$ cat src/rtl/txsa_defines.vh
`ifndef TXSA_DEFINES_VH
`define TXSA_DEFINES_VH
// ****************************************
// Register word indexes (byte address = 4 x index)
// ****************************************
`define TXSA_IDX_RXCLR   14'h0C00
`define TXSA_IDX_CTRL    14'h1200
`define TXSA_IDX_ADDRLO  14'h1201
`define TXSA_IDX_ADDRHI  14'h1202
`define TXSA_IDX_IRQST   14'h1204
`define TXSA_IDX_IRQMSK  14'h1205
`define TXSA_IDX_MAXLEN  14'h1801
`define TXSA_IDX_TXCLR   14'h1C00
// ****************************************
// Field positions and reset values
// ****************************************
`define TXSA_EN_BIT      0
`define TXSA_CLR_BIT     0
`define TXSA_HI_W        16
`define TXSA_LEN_W       16
`define TXSA_MAXLEN_RST  16'h05EE
`define TXSA_ST_OVS      1
`define TXSA_ST_W        2
`define TXSA_IRQ_OVS     0
`define TXSA_IRQ_RXCLR   1
`define TXSA_IRQ_TXCLR   2
`define TXSA_IRQ_W       3
`define TXSA_CLR_CYCLES  16
`define TXSA_BEAT_BYTES  17'h0_0008
`endif

$ cat src/rtl/txsa_top.v
`timescale 1ns/1ns
`default_nettype none
`include "txsa_defines.vh"
// ****************************************
// Transmit address insert and statistics control
// ****************************************
module txsa_top
#(
  parameter CLR_CYCLES = `TXSA_CLR_CYCLES
)
(
  input  wire        pclk,
  input  wire        presetn,
  input  wire        ce,
  input  wire        psel,
  input  wire        penable,
  input  wire        pwrite,
  input  wire [15:0] paddr,
  input  wire [31:0] pwdata,
  output reg  [31:0] prdata,
  output reg         pready,
  output reg         pslverr,
  input  wire        tx_in_valid,
  output wire        tx_in_ready,
  input  wire [63:0] tx_in_data,
  input  wire        tx_in_sop,
  input  wire        tx_in_eop,
  input  wire [2:0]  tx_in_empty,
  output wire        tx_out_valid,
  input  wire        tx_out_ready,
  output wire [63:0] tx_out_data,
  output wire        tx_out_sop,
  output wire        tx_out_eop,
  output wire [2:0]  tx_out_empty,
  output wire        tx_status_valid,
  output wire [`TXSA_ST_W-1:0] tx_status_error_flags,
  output reg         rx_stats_clear,
  output reg         tx_stats_clear,
  output reg         irq
);
  // ****************************************
  // Helpers
  // ****************************************
  function is_mapped;
    input [13:0] idx;
    begin
      is_mapped = (idx == `TXSA_IDX_RXCLR)  ||
                  (idx == `TXSA_IDX_CTRL)   ||
                  (idx == `TXSA_IDX_ADDRLO) ||
                  (idx == `TXSA_IDX_ADDRHI) ||
                  (idx == `TXSA_IDX_IRQST)  ||
                  (idx == `TXSA_IDX_IRQMSK) ||
                  (idx == `TXSA_IDX_MAXLEN) ||
                  (idx == `TXSA_IDX_TXCLR);
    end
  endfunction

  // Only bit 0 starts a clear; reserved bits are ignored
  function clr_hit;
    input [13:0] at;
    input [13:0] target;
    input [31:0] data;
    begin
      clr_hit = (at == target) && data[`TXSA_CLR_BIT];
    end
  endfunction

  function [`TXSA_IRQ_W-1:0] w1c;
    input [`TXSA_IRQ_W-1:0] cur;
    input [`TXSA_IRQ_W-1:0] ones;
    begin
      w1c = cur & ~ones;
    end
  endfunction

  localparam CW = 8;
  localparam [CW-1:0] CLR_LAST = CLR_CYCLES[CW-1:0] - 1'b1;

  // ****************************************
  // Registers
  // ****************************************
  reg                    ins_en_r;
  reg  [31:0]            addr_lo_r;
  reg  [`TXSA_HI_W-1:0]  addr_hi_r;
  reg  [`TXSA_LEN_W-1:0] max_len_r;
  reg  [`TXSA_IRQ_W-1:0] irq_st_r;
  reg  [`TXSA_IRQ_W-1:0] irq_msk_r;
  reg  [`TXSA_IRQ_W-1:0] irq_st_nxt;
  reg  [CW-1:0]          rx_cnt_r;
  reg  [CW-1:0]          tx_cnt_r;
  reg  [31:0]            rd_nxt;

  wire [13:0] idx;
  wire        aligned;
  wire        hit;
  wire        acc;
  wire        wr;
  wire        rx_done;
  wire        tx_done;
  wire [47:0] station;
  wire        in_take;
  wire        wr_rxclr;
  wire        wr_txclr;
  wire        wr_irqst;

  assign idx     = paddr[15:2];
  assign aligned = (paddr[1:0] == 2'h0);
  assign hit     = aligned && is_mapped(idx);
  assign acc     = psel && penable && pready;
  assign wr      = acc && pwrite && hit;
  // Octet 1 is the top of the 48-bit station address
  assign station = {addr_hi_r, addr_lo_r};
  assign rx_done = rx_stats_clear && (rx_cnt_r == CLR_LAST);
  assign tx_done = tx_stats_clear && (tx_cnt_r == CLR_LAST);
  assign in_take = tx_in_valid && tx_in_ready;

  // ****************************************
  // Write strobes
  // ****************************************
  // A clear write only starts a sequence when bit 0 is one
  assign wr_rxclr = wr && clr_hit(idx, `TXSA_IDX_RXCLR, pwdata);
  assign wr_txclr = wr && clr_hit(idx, `TXSA_IDX_TXCLR, pwdata);
  assign wr_irqst = wr && (idx == `TXSA_IDX_IRQST);

  // ****************************************
  // Read mux
  // ****************************************
  always @*
  begin
    rd_nxt = 32'h0000_0000;
    case (idx)
      `TXSA_IDX_RXCLR:
        rd_nxt[`TXSA_CLR_BIT] = rx_stats_clear;
      `TXSA_IDX_TXCLR:
        rd_nxt[`TXSA_CLR_BIT] = tx_stats_clear;
      `TXSA_IDX_CTRL:
        rd_nxt[`TXSA_EN_BIT] = ins_en_r;
      `TXSA_IDX_ADDRLO:
        rd_nxt = addr_lo_r;
      `TXSA_IDX_ADDRHI:
        rd_nxt[`TXSA_HI_W-1:0] = addr_hi_r;
      `TXSA_IDX_MAXLEN:
        rd_nxt[`TXSA_LEN_W-1:0] = max_len_r;
      `TXSA_IDX_IRQST:
        rd_nxt[`TXSA_IRQ_W-1:0] = irq_st_r;
      `TXSA_IDX_IRQMSK:
        rd_nxt[`TXSA_IRQ_W-1:0] = irq_msk_r;
      default:
        rd_nxt = 32'h0000_0000;
    endcase
    if (!aligned)
      rd_nxt = 32'h0000_0000;
  end

  // ****************************************
  // APB slave
  // ****************************************
  // No wait states: data and error are flopped in setup
  always @(posedge pclk or negedge presetn)
  begin
    if (!presetn)
    begin
      pready  <= 1'b0;
      pslverr <= 1'b0;
      prdata  <= 32'h0000_0000;
    end
    else if (ce)
    begin
      pready  <= psel && !penable && !pready;
      pslverr <= psel && !penable && !hit;
      if (psel && !penable)
        prdata <= pwrite ? 32'h0000_0000 : rd_nxt;
    end
  end

  // ****************************************
  // Configuration registers
  // ****************************************
  always @(posedge pclk or negedge presetn)
  begin
    if (!presetn)
    begin
      ins_en_r  <= 1'b0;
      addr_lo_r <= 32'h0000_0000;
      addr_hi_r <= 16'h0000;
      max_len_r <= `TXSA_MAXLEN_RST;
      irq_msk_r <= {`TXSA_IRQ_W{1'b0}};
    end
    else if (ce && wr)
    begin
      case (idx)
        `TXSA_IDX_CTRL:
          ins_en_r <= pwdata[`TXSA_EN_BIT];
        `TXSA_IDX_ADDRLO:
          addr_lo_r <= pwdata;
        `TXSA_IDX_ADDRHI:
          addr_hi_r <= pwdata[`TXSA_HI_W-1:0];
        `TXSA_IDX_MAXLEN:
          max_len_r <= pwdata[`TXSA_LEN_W-1:0];
        `TXSA_IDX_IRQMSK:
          irq_msk_r <= pwdata[`TXSA_IRQ_W-1:0];
        default:
          irq_msk_r <= irq_msk_r;
      endcase
    end
  end

  // ****************************************
  // Statistics clear sequencers
  // ****************************************
  // Clear is held for CLR_CYCLES so slow counter banks all see it;
  // a new write while busy restarts nothing and is simply absorbed.
  always @(posedge pclk or negedge presetn)
  begin
    if (!presetn)
    begin
      rx_stats_clear <= 1'b0;
      rx_cnt_r       <= {CW{1'b0}};
    end
    else if (ce)
    begin
      if (rx_stats_clear)
      begin
        rx_cnt_r <= rx_cnt_r + {{(CW-1){1'b0}}, 1'b1};
        if (rx_done)
        begin
          rx_stats_clear <= 1'b0;
          rx_cnt_r       <= {CW{1'b0}};
        end
      end
      else if (wr_rxclr)
        rx_stats_clear <= 1'b1;
    end
  end

  always @(posedge pclk or negedge presetn)
  begin
    if (!presetn)
    begin
      tx_stats_clear <= 1'b0;
      tx_cnt_r       <= {CW{1'b0}};
    end
    else if (ce)
    begin
      if (tx_stats_clear)
      begin
        tx_cnt_r <= tx_cnt_r + {{(CW-1){1'b0}}, 1'b1};
        if (tx_done)
        begin
          tx_stats_clear <= 1'b0;
          tx_cnt_r       <= {CW{1'b0}};
        end
      end
      else if (wr_txclr)
        tx_stats_clear <= 1'b1;
    end
  end

  // ****************************************
  // Interrupts
  // ****************************************
  // Set wins over a write-one clear in the same cycle
  always @*
  begin
    irq_st_nxt = irq_st_r;
    if (wr_irqst)
      irq_st_nxt = w1c(irq_st_r, pwdata[`TXSA_IRQ_W-1:0]);
    if (tx_status_valid && tx_status_error_flags[`TXSA_ST_OVS])
      irq_st_nxt[`TXSA_IRQ_OVS] = 1'b1;
    if (rx_done)
      irq_st_nxt[`TXSA_IRQ_RXCLR] = 1'b1;
    if (tx_done)
      irq_st_nxt[`TXSA_IRQ_TXCLR] = 1'b1;
  end

  always @(posedge pclk or negedge presetn)
  begin
    if (!presetn)
    begin
      irq_st_r <= {`TXSA_IRQ_W{1'b0}};
      irq      <= 1'b0;
    end
    else if (ce)
    begin
      irq_st_r <= irq_st_nxt;
      irq      <= |(irq_st_nxt & irq_msk_r);
    end
  end

  // ****************************************
  // Datapath
  // ****************************************
  // Length is judged on the input side; the check itself never holds a beat back
  txsa_len_chk u_len
  (
    .pclk     (pclk),
    .presetn  (presetn),
    .ce       (ce),
    .max_len  (max_len_r),
    .beat     (in_take),
    .sop      (tx_in_sop),
    .eop      (tx_in_eop),
    .empty    (tx_in_empty),
    .st_valid (tx_status_valid),
    .st_error (tx_status_error_flags)
  );

  txsa_sa_insert u_ins
  (
    .pclk         (pclk),
    .presetn      (presetn),
    .ce           (ce),
    .enable       (ins_en_r),
    .station_addr (station),
    .in_valid     (tx_in_valid),
    .in_ready     (tx_in_ready),
    .in_data      (tx_in_data),
    .in_sop       (tx_in_sop),
    .in_eop       (tx_in_eop),
    .in_empty     (tx_in_empty),
    .out_valid    (tx_out_valid),
    .out_ready    (tx_out_ready),
    .out_data     (tx_out_data),
    .out_sop      (tx_out_sop),
    .out_eop      (tx_out_eop),
    .out_empty    (tx_out_empty)
  );
endmodule
`default_nettype wire

$ cat src/rtl/txsa_sa_insert.v
`timescale 1ns/1ns
`default_nettype none
// ****************************************
// Source address overwrite, one register stage
// ****************************************
module txsa_sa_insert
(
  input  wire        pclk,
  input  wire        presetn,
  input  wire        ce,
  input  wire        enable,
  input  wire [47:0] station_addr,
  input  wire        in_valid,
  output wire        in_ready,
  input  wire [63:0] in_data,
  input  wire        in_sop,
  input  wire        in_eop,
  input  wire [2:0]  in_empty,
  output reg         out_valid,
  input  wire        out_ready,
  output reg  [63:0] out_data,
  output reg         out_sop,
  output reg         out_eop,
  output reg  [2:0]  out_empty
);
  reg  [1:0]  idx_r;
  reg         en_frame_r;
  wire [1:0]  cur;
  wire        en_now;
  wire        take;
  reg  [63:0] data_nxt;

  assign in_ready = !out_valid || out_ready;
  assign take     = in_valid && in_ready;
  assign cur      = in_sop ? 2'h0 : idx_r;
  // Enable is frozen per frame so a frame is never half rewritten
  assign en_now   = (cur == 2'h0) ? enable : en_frame_r;

  // Byte 0 of a beat sits in bits 63:56; source address is bytes 6..11
  always @*
  begin
    data_nxt = in_data;
    if (en_now && cur == 2'h0)
      data_nxt[15:0] = station_addr[47:32];
    else if (en_now && cur == 2'h1)
      data_nxt[63:32] = station_addr[31:0];
  end

  always @(posedge pclk or negedge presetn)
  begin
    if (!presetn)
    begin
      idx_r      <= 2'h0;
      en_frame_r <= 1'b0;
      out_valid  <= 1'b0;
      out_data   <= 64'h0000_0000_0000_0000;
      out_sop    <= 1'b0;
      out_eop    <= 1'b0;
      out_empty  <= 3'h0;
    end
    else if (ce)
    begin
      if (in_ready)
        out_valid <= in_valid;
      if (take)
      begin
        out_data   <= data_nxt;
        out_sop    <= in_sop;
        out_eop    <= in_eop;
        out_empty  <= in_empty;
        en_frame_r <= en_now;
        if (in_eop)
          idx_r <= 2'h0;
        else if (cur != 2'h2)
          idx_r <= cur + 2'h1;
        else
          idx_r <= cur;
      end
    end
  end
endmodule
`default_nettype wire

$ cat src/rtl/txsa_len_chk.v
`timescale 1ns/1ns
`default_nettype none
`include "txsa_defines.vh"
// ****************************************
// Frame length measure against the limit
// ****************************************
module txsa_len_chk
(
  input  wire        pclk,
  input  wire        presetn,
  input  wire        ce,
  input  wire [15:0] max_len,
  input  wire        beat,
  input  wire        sop,
  input  wire        eop,
  input  wire [2:0]  empty,
  output reg         st_valid,
  output reg  [`TXSA_ST_W-1:0] st_error
);
  reg  [16:0] len_r;
  wire [16:0] base;
  wire [16:0] sum;
  wire [16:0] total;

  assign base  = sop ? 17'h0_0000 : len_r;
  assign sum   = base + `TXSA_BEAT_BYTES;
  // Saturate so a very long frame still reads as oversized
  assign total = len_r[16] ? len_r : (sum - {14'h0000, empty});

  always @(posedge pclk or negedge presetn)
  begin
    if (!presetn)
    begin
      len_r    <= 17'h0_0000;
      st_valid <= 1'b0;
      st_error <= {`TXSA_ST_W{1'b0}};
    end
    else if (ce)
    begin
      st_valid <= beat && eop;
      st_error <= {`TXSA_ST_W{1'b0}};
      if (beat)
      begin
        len_r <= eop ? 17'h0_0000 : total;
        if (eop && total > {1'b0, max_len})
          st_error[`TXSA_ST_OVS] <= 1'b1;
      end
    end
  end
endmodule
`default_nettype wire

$ cat config.mk
export PLATFORM = sky130hd
export DESIGN_NAME = txsa_top
export DESIGN_NICKNAME = d
export VERILOG_FILES = /design/src/rtl/txsa_top.v /design/src/rtl/txsa_sa_insert.v /design/src/rtl/txsa_len_chk.v
export VERILOG_INCLUDE_DIRS = /design/src /design/src/rtl
export SDC_FILE = /design/constraint.sdc
export NUM_CORES = 1
export LEC_CHECK = 0
export BUFFER_PORTS_ARGS = -buffer_cell sky130_fd_sc_hd__buf_2
export CORE_MARGIN = 2
export CORE_UTILIZATION = 35
export CTS_BUF_LIST = sky130_fd_sc_hd__clkbuf_16
export DETAILED_ROUTE_END_ITERATION = 8
export PLACE_DENSITY = 0.53
export SYNTH_ARGS = -nofsm -noshare
export SYNTH_HDL_FRONTEND = slang
export SYNTH_HIERARCHICAL = 1
export SYNTH_SLANG_ARGS = --single-unit
$ cat constraint.sdc
create_clock -name pclk -period 5.55 [get_ports pclk]
set_clock_uncertainty 0.15 [all_clocks]
set_input_delay 1.11 -clock pclk [delete_from_list [all_inputs] [get_ports pclk]]
set_output_delay 1.11 -clock pclk [all_outputs]
set_load 0.05 [all_outputs]
* Yosys cells after proc, flatten, opt, wreduce, memory -nomap -nowiden
Cells that the tools add are included.
** Storage, ports and cells
- Logic and storage cells :: 122
- Output and inout bits :: 111
- Bits in registers :: 216
- Bits of input ports :: 125
** Operators by class
- Multiplexer cells :: 30
- Reduce and logical (&&, ||, !) cells :: 47
- Add/subtract/negate cells :: 5
- $lt $le $gt $ge :: 1
- Bitwise gates (word level) :: 3
- Eq/ne operators :: 12
** Operators by type and width (count)
- two-way mux 32 bit :: 4
- equality test 14 x 13 -> 1 bit, second input constant :: 7
- two-way mux 17 bit :: 3
- case mux 13 bit (3 select lines) :: 1
- two-way mux 16 bit :: 2
- logical AND 1 bit :: 22
- AND reduction 2 bit :: 10
- adder 17 x 4 -> 17 bit, second input constant :: 1
- greater-than comparator 17 x 16 -> 1 bit :: 1
- subtractor 17 x 3 -> 17 bit :: 1
- adder 8 x 1 -> 8 bit, second input constant :: 2
- equality test 8 x 4 -> 1 bit, second input constant :: 2
- two-way mux 8 bit :: 2
- equality test 14 x 12 -> 1 bit, second input constant :: 1
- two-way mux 1 bit :: 12
- case mux 2 bit (5 select lines) :: 1
- logical OR 1 bit :: 8
- case mux 1 bit (8 select lines) :: 1
- bitwise AND 3 bit :: 2
- two-way mux 2 bit :: 3
- logical NOT 1 bit :: 4
- logical NOT 2 bit :: 2
- two-way mux 3 bit :: 1
- NOT 3 bit :: 1
- 4 further kinds :: 4

* Depth between registers and ports, before layout
- Word-level depth :: 15
- Gate-level depth with buffers :: 21
- Mapped depth without buffers :: 20

* By module
The synthesis kept the hierarchy.
** By module, submodules not included
- txsa_top :: cells each 423, times used 1, area each 5471.5 µm²
- txsa_sa_insert :: cells each 221, times used 1, area each 3769.9 µm²
- txsa_len_chk :: cells each 297, times used 1, area each 2238.4 µm²

* Worst setup path before layout
No wires, ideal clock.
- Kind :: input -> register
- Start :: input port tx_in_sop
- End :: register u_len.st_error[1]
- Slack :: 1.164 ns
- Required time :: 5.272 ns
- Library setup time :: 0.128 ns
- Data arrival time :: 4.108 ns
- Stages :: 21
- Buffers on the path :: 1
- Cell sequence :: inv_1 > clkbuf_1 > nand2_1 > ha_1 > inv_1 > ha_1 > inv_1 > fa_1 > nor2b_1 > or4_4 > a32oi_4 > a21oi_2 > mux2i_1 > nor2_1 > ha_1 > a21o_1 > a21oi_1 > nor3b_1 > o211ai_1 > a21boi_0 > a21oi_1
** On the way
- Longest elaborated chain between the ends :: 8
** Ends and longest elaborated chain
- start: declaration :: RTL line txsa_top.v:26 : input wire tx_in_sop,
- two-way mux 17 bit :: RTL line txsa_len_chk.v:25 : assign base = sop ? 17'h0_0000 : len_r;
- adder 17 x 4 -> 17 bit (no line)
- subtractor 17 x 3 -> 17 bit :: RTL line txsa_len_chk.v:28 : assign total = len_r[16] ? len_r : (sum - {14'h0000, empty});
- two-way mux 17 bit :: RTL line txsa_len_chk.v:28
- greater-than comparator 17 x 16 -> 1 bit :: RTL line txsa_len_chk.v:45 : if (eop && total > {1'b0, max_len})
- logical AND 1 bit :: RTL line txsa_len_chk.v:45
- two-way mux 1 bit :: RTL line txsa_len_chk.v:45
- two-way mux 1 bit :: RTL line txsa_len_chk.v:42 : if (beat)
- end signal: assignment :: RTL line txsa_len_chk.v:36 : st_error <= {`TXSA_ST_W{1'b0}};
- end signal: assignment :: RTL line txsa_len_chk.v:41 : st_error <= {`TXSA_ST_W{1'b0}};
- end: declaration :: RTL line txsa_len_chk.v:18 : output reg [`TXSA_ST_W-1:0] st_error
Every way passes these cells.
A chain may end at the register's enable or synchronous reset.

* Final worst setup path
Ends and elaborated chain as after synthesis.

==> impl_metrics.prom <==
# TYPE chip_impl_metric gauge
chip_impl_metric{name="power.leakage",unit="nW"} 6.926
chip_impl_metric{name="arrival",unit="ns"} 4.74
chip_impl_metric{name="h-tree-depth",unit=""} 1
chip_impl_metric{name="worst_vdd_ir",unit="V"} 0.0002674
chip_impl_info{name="outcome",value="completed"} 1
chip_impl_metric{name="report.final.setup_viol",unit=""} 0
chip_impl_metric{name="postCtsSetupRepairBufs",unit=""} 0
chip_impl_metric{name="core.rowCount",unit=""} 66
chip_impl_info{name="timing.critical_path.to",value="u_len/st_error[1]"} 1
chip_impl_metric{name="grt_total_usage",unit=""} 0.1807
chip_impl_metric{name="numClockSinks",unit=""} 216
chip_impl_metric{name="drt_wl_total",unit="mm"} 31.00
chip_impl_metric{name="top_level_ports",unit=""} 236
chip_impl_metric{name="vias_in_the_first_global_route",unit=""} 8195
chip_impl_metric{name="avgViaCountPerCell",unit=""} 5.052
chip_impl_metric{name="clkTransAtPathRegs",unit="ns"} 0.06
chip_impl_info{name="cell_with_the_most_instances_on_the_worst_path",value="sky130_fd_sc_hd__ha_1"} 1
chip_impl_metric{name="cts-resized-gates",unit=""} 0
chip_impl_metric{name="total_switching_power",unit="mW"} 1.925
chip_impl_metric{name="die-height",unit="um"} 185.1
chip_impl_metric{name="hpwl",unit="mm"} 22.31
chip_impl_metric{name="post-route-period-util",unit=""} 0.8111
chip_impl_metric{name="final_layout_size_suffix_gt1_frac",unit=""} 0.3752
chip_impl_metric{name="cellInternalPower",unit="mW"} 3.384
chip_impl_metric{name="finalCoreUtilization",unit=""} 0.4249
chip_impl_metric{name="place.gp.congestion",unit=""} 0.8391
chip_impl_metric{name="timing.max_slew.rel_slack",unit=""} 0.2660
chip_impl_info{name="cp-startpoint",value="tx_in_sop"} 1
chip_impl_metric{name="grt_start_max_net_pins",unit=""} 74
chip_impl_metric{name="final_net_count",unit=""} 1331
chip_impl_info{name="synthDominantAreaCellType",value="sky130_fd_sc_hd__dfrtp_1"} 1
chip_impl_metric{name="cts_made_buffers",unit=""} 26
chip_impl_metric{name="clock_path_buffers",unit=""} 3
chip_impl_metric{name="final_antenna_net_count",unit=""} 0
chip_impl_metric{name="grt_remaining_overflow",unit=""} 0
chip_impl_metric{name="critical_path_peak_fanout",unit=""} 12
chip_impl_metric{name="async_flop_share",unit=""} 1.000
chip_impl_metric{name="die_area",unit="um^2"} 34260
chip_impl_metric{name="synth.net_count",unit=""} 1106
chip_impl_info{name="crit_chain",value="buf_2 -> and2b_1 -> ha_1 -> ha_1 -> inv_1 -> fa_1 -> nor2b_1 -> or4_4 -> a32oi_4 -> nand2_2 -> xnor2_1 -> o21ai_0 -> ha_1 -> nand4_1 -> nor4_1 -> a22oi_1 -> a21boi_0 -> a21oi_1"} 1
chip_impl_metric{name="placeableCoreArea",unit="um^2"} 32450
chip_impl_metric{name="yosys_register_bits",unit=""} 216
chip_impl_info{name="rr_startpoint",value="u_len/len_r[1]"} 1
chip_impl_metric{name="synthesis.instances",unit=""} 941
chip_impl_info{name="holdCritPathClass",value="flop to flop"} 1
chip_impl_metric{name="yosysSeqAreaShare",unit=""} 0.4717
chip_impl_metric{name="post_cts_hold_buffer_count",unit=""} 0
chip_impl_metric{name="first_pass_iters",unit=""} 9
chip_impl_metric{name="worst_path_largest_cell_delay",unit="ns"} 0.52
chip_impl_info{name="rsz0062_at_grt",value="no"} 1
chip_impl_metric{name="grt_antenna_before_repair",unit=""} 1
chip_impl_metric{name="drt-wirelength-per-cell",unit="um"} 19.03
chip_impl_metric{name="flow.area_growth_from_synthesis",unit="%"} 20.12
chip_impl_metric{name="later_pin_clock_latency_in_the_skew_report",unit="ns"} 0.53
chip_impl_metric{name="placed_area",unit="um^2"} 12960
chip_impl_metric{name="detail_route.iter0.violations",unit=""} 409
chip_impl_metric{name="critPathRequiredTime",unit="ns"} 5.79
chip_impl_metric{name="fin_tns_setup",unit="ns"} 0
chip_impl_metric{name="io_buffers",unit=""} 234
chip_impl_metric{name="die_width",unit="um"} 185.1
chip_impl_metric{name="max_freq",unit="MHz"} 222.2
chip_impl_info{name="clk_root_buffer_cell",value="sky130_fd_sc_hd__clkbuf_16"} 1
chip_impl_metric{name="synth_edf_count",unit=""} 0
chip_impl_metric{name="part_of_the_total_power_dissipated_in_combinational_logic",unit=""} 0.338
chip_impl_metric{name="area_of_the_mapped_netlist",unit="um^2"} 11480
chip_impl_info{name="synth_ff_type",value="sky130_fd_sc_hd__dfrtp_1"} 1
chip_impl_info{name="critical_path_class",value="input port to flop"} 1
chip_impl_metric{name="drv_cap",unit=""} 0
chip_impl_metric{name="worst_pin_slew",unit="ns"} 1.091
chip_impl_metric{name="final_hold_fails",unit=""} 0
chip_impl_metric{name="power_density",unit="nW/um^2"} 385.0
chip_impl_metric{name="synthesis.area_per_instance",unit="um^2"} 12.20
chip_impl_metric{name="timing.reg2reg.setup_slack",unit="ns"} 1.50
chip_impl_metric{name="synthesis.yosys.warnings",unit=""} 6
chip_impl_metric{name="routed-via-count",unit=""} 8230
chip_impl_metric{name="fin_area",unit="um^2"} 13790
chip_impl_metric{name="final-max-slew-violation-count",unit=""} 0
chip_impl_info{name="crit_path_top_delay_cell",value="sky130_fd_sc_hd__or4_4"} 1
chip_impl_metric{name="synth_cell_types",unit=""} 74
chip_impl_metric{name="switching_share_of_total_power",unit=""} 0.3626
chip_impl_metric{name="initial_utilization",unit=""} 0.3537
chip_impl_info{name="tritoncts_clock_tree",value="yes"} 1
chip_impl_info{name="critical_path.reg2reg.endpoint",value="u_len/st_error[1]"} 1
chip_impl_info{name="cp-end-kind",value="flop"} 1
chip_impl_info{name="layout_commonest_cell",value="sky130_fd_sc_hd__buf_2"} 1
chip_impl_info{name="cp-start-kind",value="input port"} 1
chip_impl_metric{name="synth_top_area_frac",unit=""} 0.4534
chip_impl_info{name="layout.cells.most_common_list",value="sky130_fd_sc_hd__buf_2, sky130_fd_sc_hd__dfrtp_1, sky130_fd_sc_hd__mux2_4, sky130_fd_sc_hd__nand2_1, sky130_fd_sc_hd__mux2_1"} 1
chip_impl_info{name="synthTopCellsByArea",value="sky130_fd_sc_hd__dfrtp_1, sky130_fd_sc_hd__mux2_4, sky130_fd_sc_hd__mux2_1, sky130_fd_sc_hd__mux2_2, sky130_fd_sc_hd__ha_1"} 1
chip_impl_metric{name="worst-r2r-cell-count",unit=""} 17
chip_impl_metric{name="p_clk_frac",unit=""} 0.311
chip_impl_metric{name="grt_first_pass_wirelength",unit="mm"} 48.10
chip_impl_metric{name="residual_drc_count",unit=""} 0
chip_impl_metric{name="seq_power_share",unit=""} 0.351
chip_impl_metric{name="final.min_clock_period",unit="ns"} 4.501
==> flip-flops by register name, indices dropped and copies added (netlist names), 2 cells and up <==
register,flops
addr_hi_r,16
rx_cnt_r,8
u_ins/out_empty,3
irq_msk_r,3
max_len_r,16
u_ins/out_data,64
u_ins/idx_r,2
irq_st_r,3
u_len/len_r,17
addr_lo_r,32
prdata,32
tx_cnt_r,8
==> cell families (layout without fill, tap and decap cells) <==
kind of cell | Yosys count | in the layout | synth area share
and+or+nand+nor | 218 | 218 | 0.1040
DFF | 216 | 216 | 0.4717
muxes | 199 | 199 | 0.2221
AOI/OAI and AO/OA | 155 | 155 | 0.09809
buffers and inverters | 91 | 336 | 0.04349
adders and majority gates | 40 | 40 | 0.04425
xor gates and xnor gates | 21 | 21 | 0.01602
other | 1 | 2 | 0.0003267
==> worst min-delay path by stage <==
stage / from / to / slack, ns / cells past startpoint
final: tx_cnt_r[7] / tx_cnt_r[7] / 0.32 / 1
after global routing: u_ins/out_data[22] / u_ins/out_data[22] / 0.35 / 1
after CTS: tx_cnt_r[7] / tx_cnt_r[7] / 0.32 / 1
after detailed placement: tx_cnt_r[7] / tx_cnt_r[7] / 0.31 / 1
after global placement: tx_cnt_r[7] / tx_cnt_r[7] / 0.31 / 1
after floorplan: tx_cnt_r[7] / tx_cnt_r[7] / 0.29 / 1
==> power by group through the flow <==
stage	Combinational, mW	Clock (mW)	Sequential [mW]
after floorplan	0.984	0	2.22
after global placement	1.77	0	1.89
after detailed placement	1.79	0	1.88
after CTS	1.79	1.71	1.86
after global routing	1.96	1.77	1.88
final	1.79	1.65	1.86
==> per-stage QoR <==
step                      total power, mW  hold slack (ns)  std cells  setup slack [ns]
after floorplan                     3.205           0.2880        941             1.164
after global placement              3.657           0.3062       1580            0.6344
after detailed placement            3.670           0.3115       1580            0.5322
after CTS                           5.362           0.3215       1628             1.071
after global routing                5.603           0.3517       1629            0.6735
final                               5.309           0.3199       1629             1.049
==> area by class of cell <==
class	instances	area, um^2
fillers	3159	18660
inverters	44	165.2
flip-flops and latches	216	5415
clock inverters	21	155.1
diodes	1	2.502
well taps	442	553.0
clock buffers	27	675.6
repair buffers	244	1256
multi-input cells	634	5567
==> cells in the mapped netlist, types with 4 or more instances <==
library cell               number
sky130_fd_sc_hd__a21o_1         9
sky130_fd_sc_hd__dfrtp_1      208
sky130_fd_sc_hd__a22o_1        27
sky130_fd_sc_hd__inv_1         44
sky130_fd_sc_hd__mux2_2        52
sky130_fd_sc_hd__nor4_1         7
sky130_fd_sc_hd__nor3_1        11
sky130_fd_sc_hd__buf_6         17
sky130_fd_sc_hd__a31oi_1        5
sky130_fd_sc_hd__xor2_1         7
sky130_fd_sc_hd__buf_2          6
sky130_fd_sc_hd__nor2b_1        9
sky130_fd_sc_hd__nand2b_1       7
sky130_fd_sc_hd__ha_1          39
sky130_fd_sc_hd__o21bai_1       4
sky130_fd_sc_hd__o22ai_1        6
sky130_fd_sc_hd__mux2_4        85
sky130_fd_sc_hd__nand4_1       10
sky130_fd_sc_hd__o21ai_1       10
sky130_fd_sc_hd__a21oi_1       17
sky130_fd_sc_hd__nor2_1        26
sky130_fd_sc_hd__o21ai_0       28
sky130_fd_sc_hd__mux2_1        54
sky130_fd_sc_hd__and2_1         7
sky130_fd_sc_hd__buf_4          6
sky130_fd_sc_hd__nand2_1       80
sky130_fd_sc_hd__clkbuf_1      18
sky130_fd_sc_hd__mux2i_1        8
sky130_fd_sc_hd__a222oi_1      14
sky130_fd_sc_hd__nand3_1       20
sky130_fd_sc_hd__xnor2_1       14
sky130_fd_sc_hd__dfstp_2        8
sky130_fd_sc_hd__a22oi_1        4
sky130_fd_sc_hd__and3_1         8
==> routing by layer <==
metal  GRT usage  wire length [um]
met5           0                 0
met4     0.03524               427
met3     0.02812              1651
met2      0.2873             14370
met1      0.2613             14550
==> critical path, delay by kind of cell <==
family,cells,cell delay [ns]
buffers and inverters,2,0.28
AO/OA/AOI/OAI,5,0.73
adder cells (fa/ha/maj),4,1.05
XOR/XNOR,1,0.18
AND/OR/NAND/NOR,6,1.36
(Power assumes the default switching activity.)
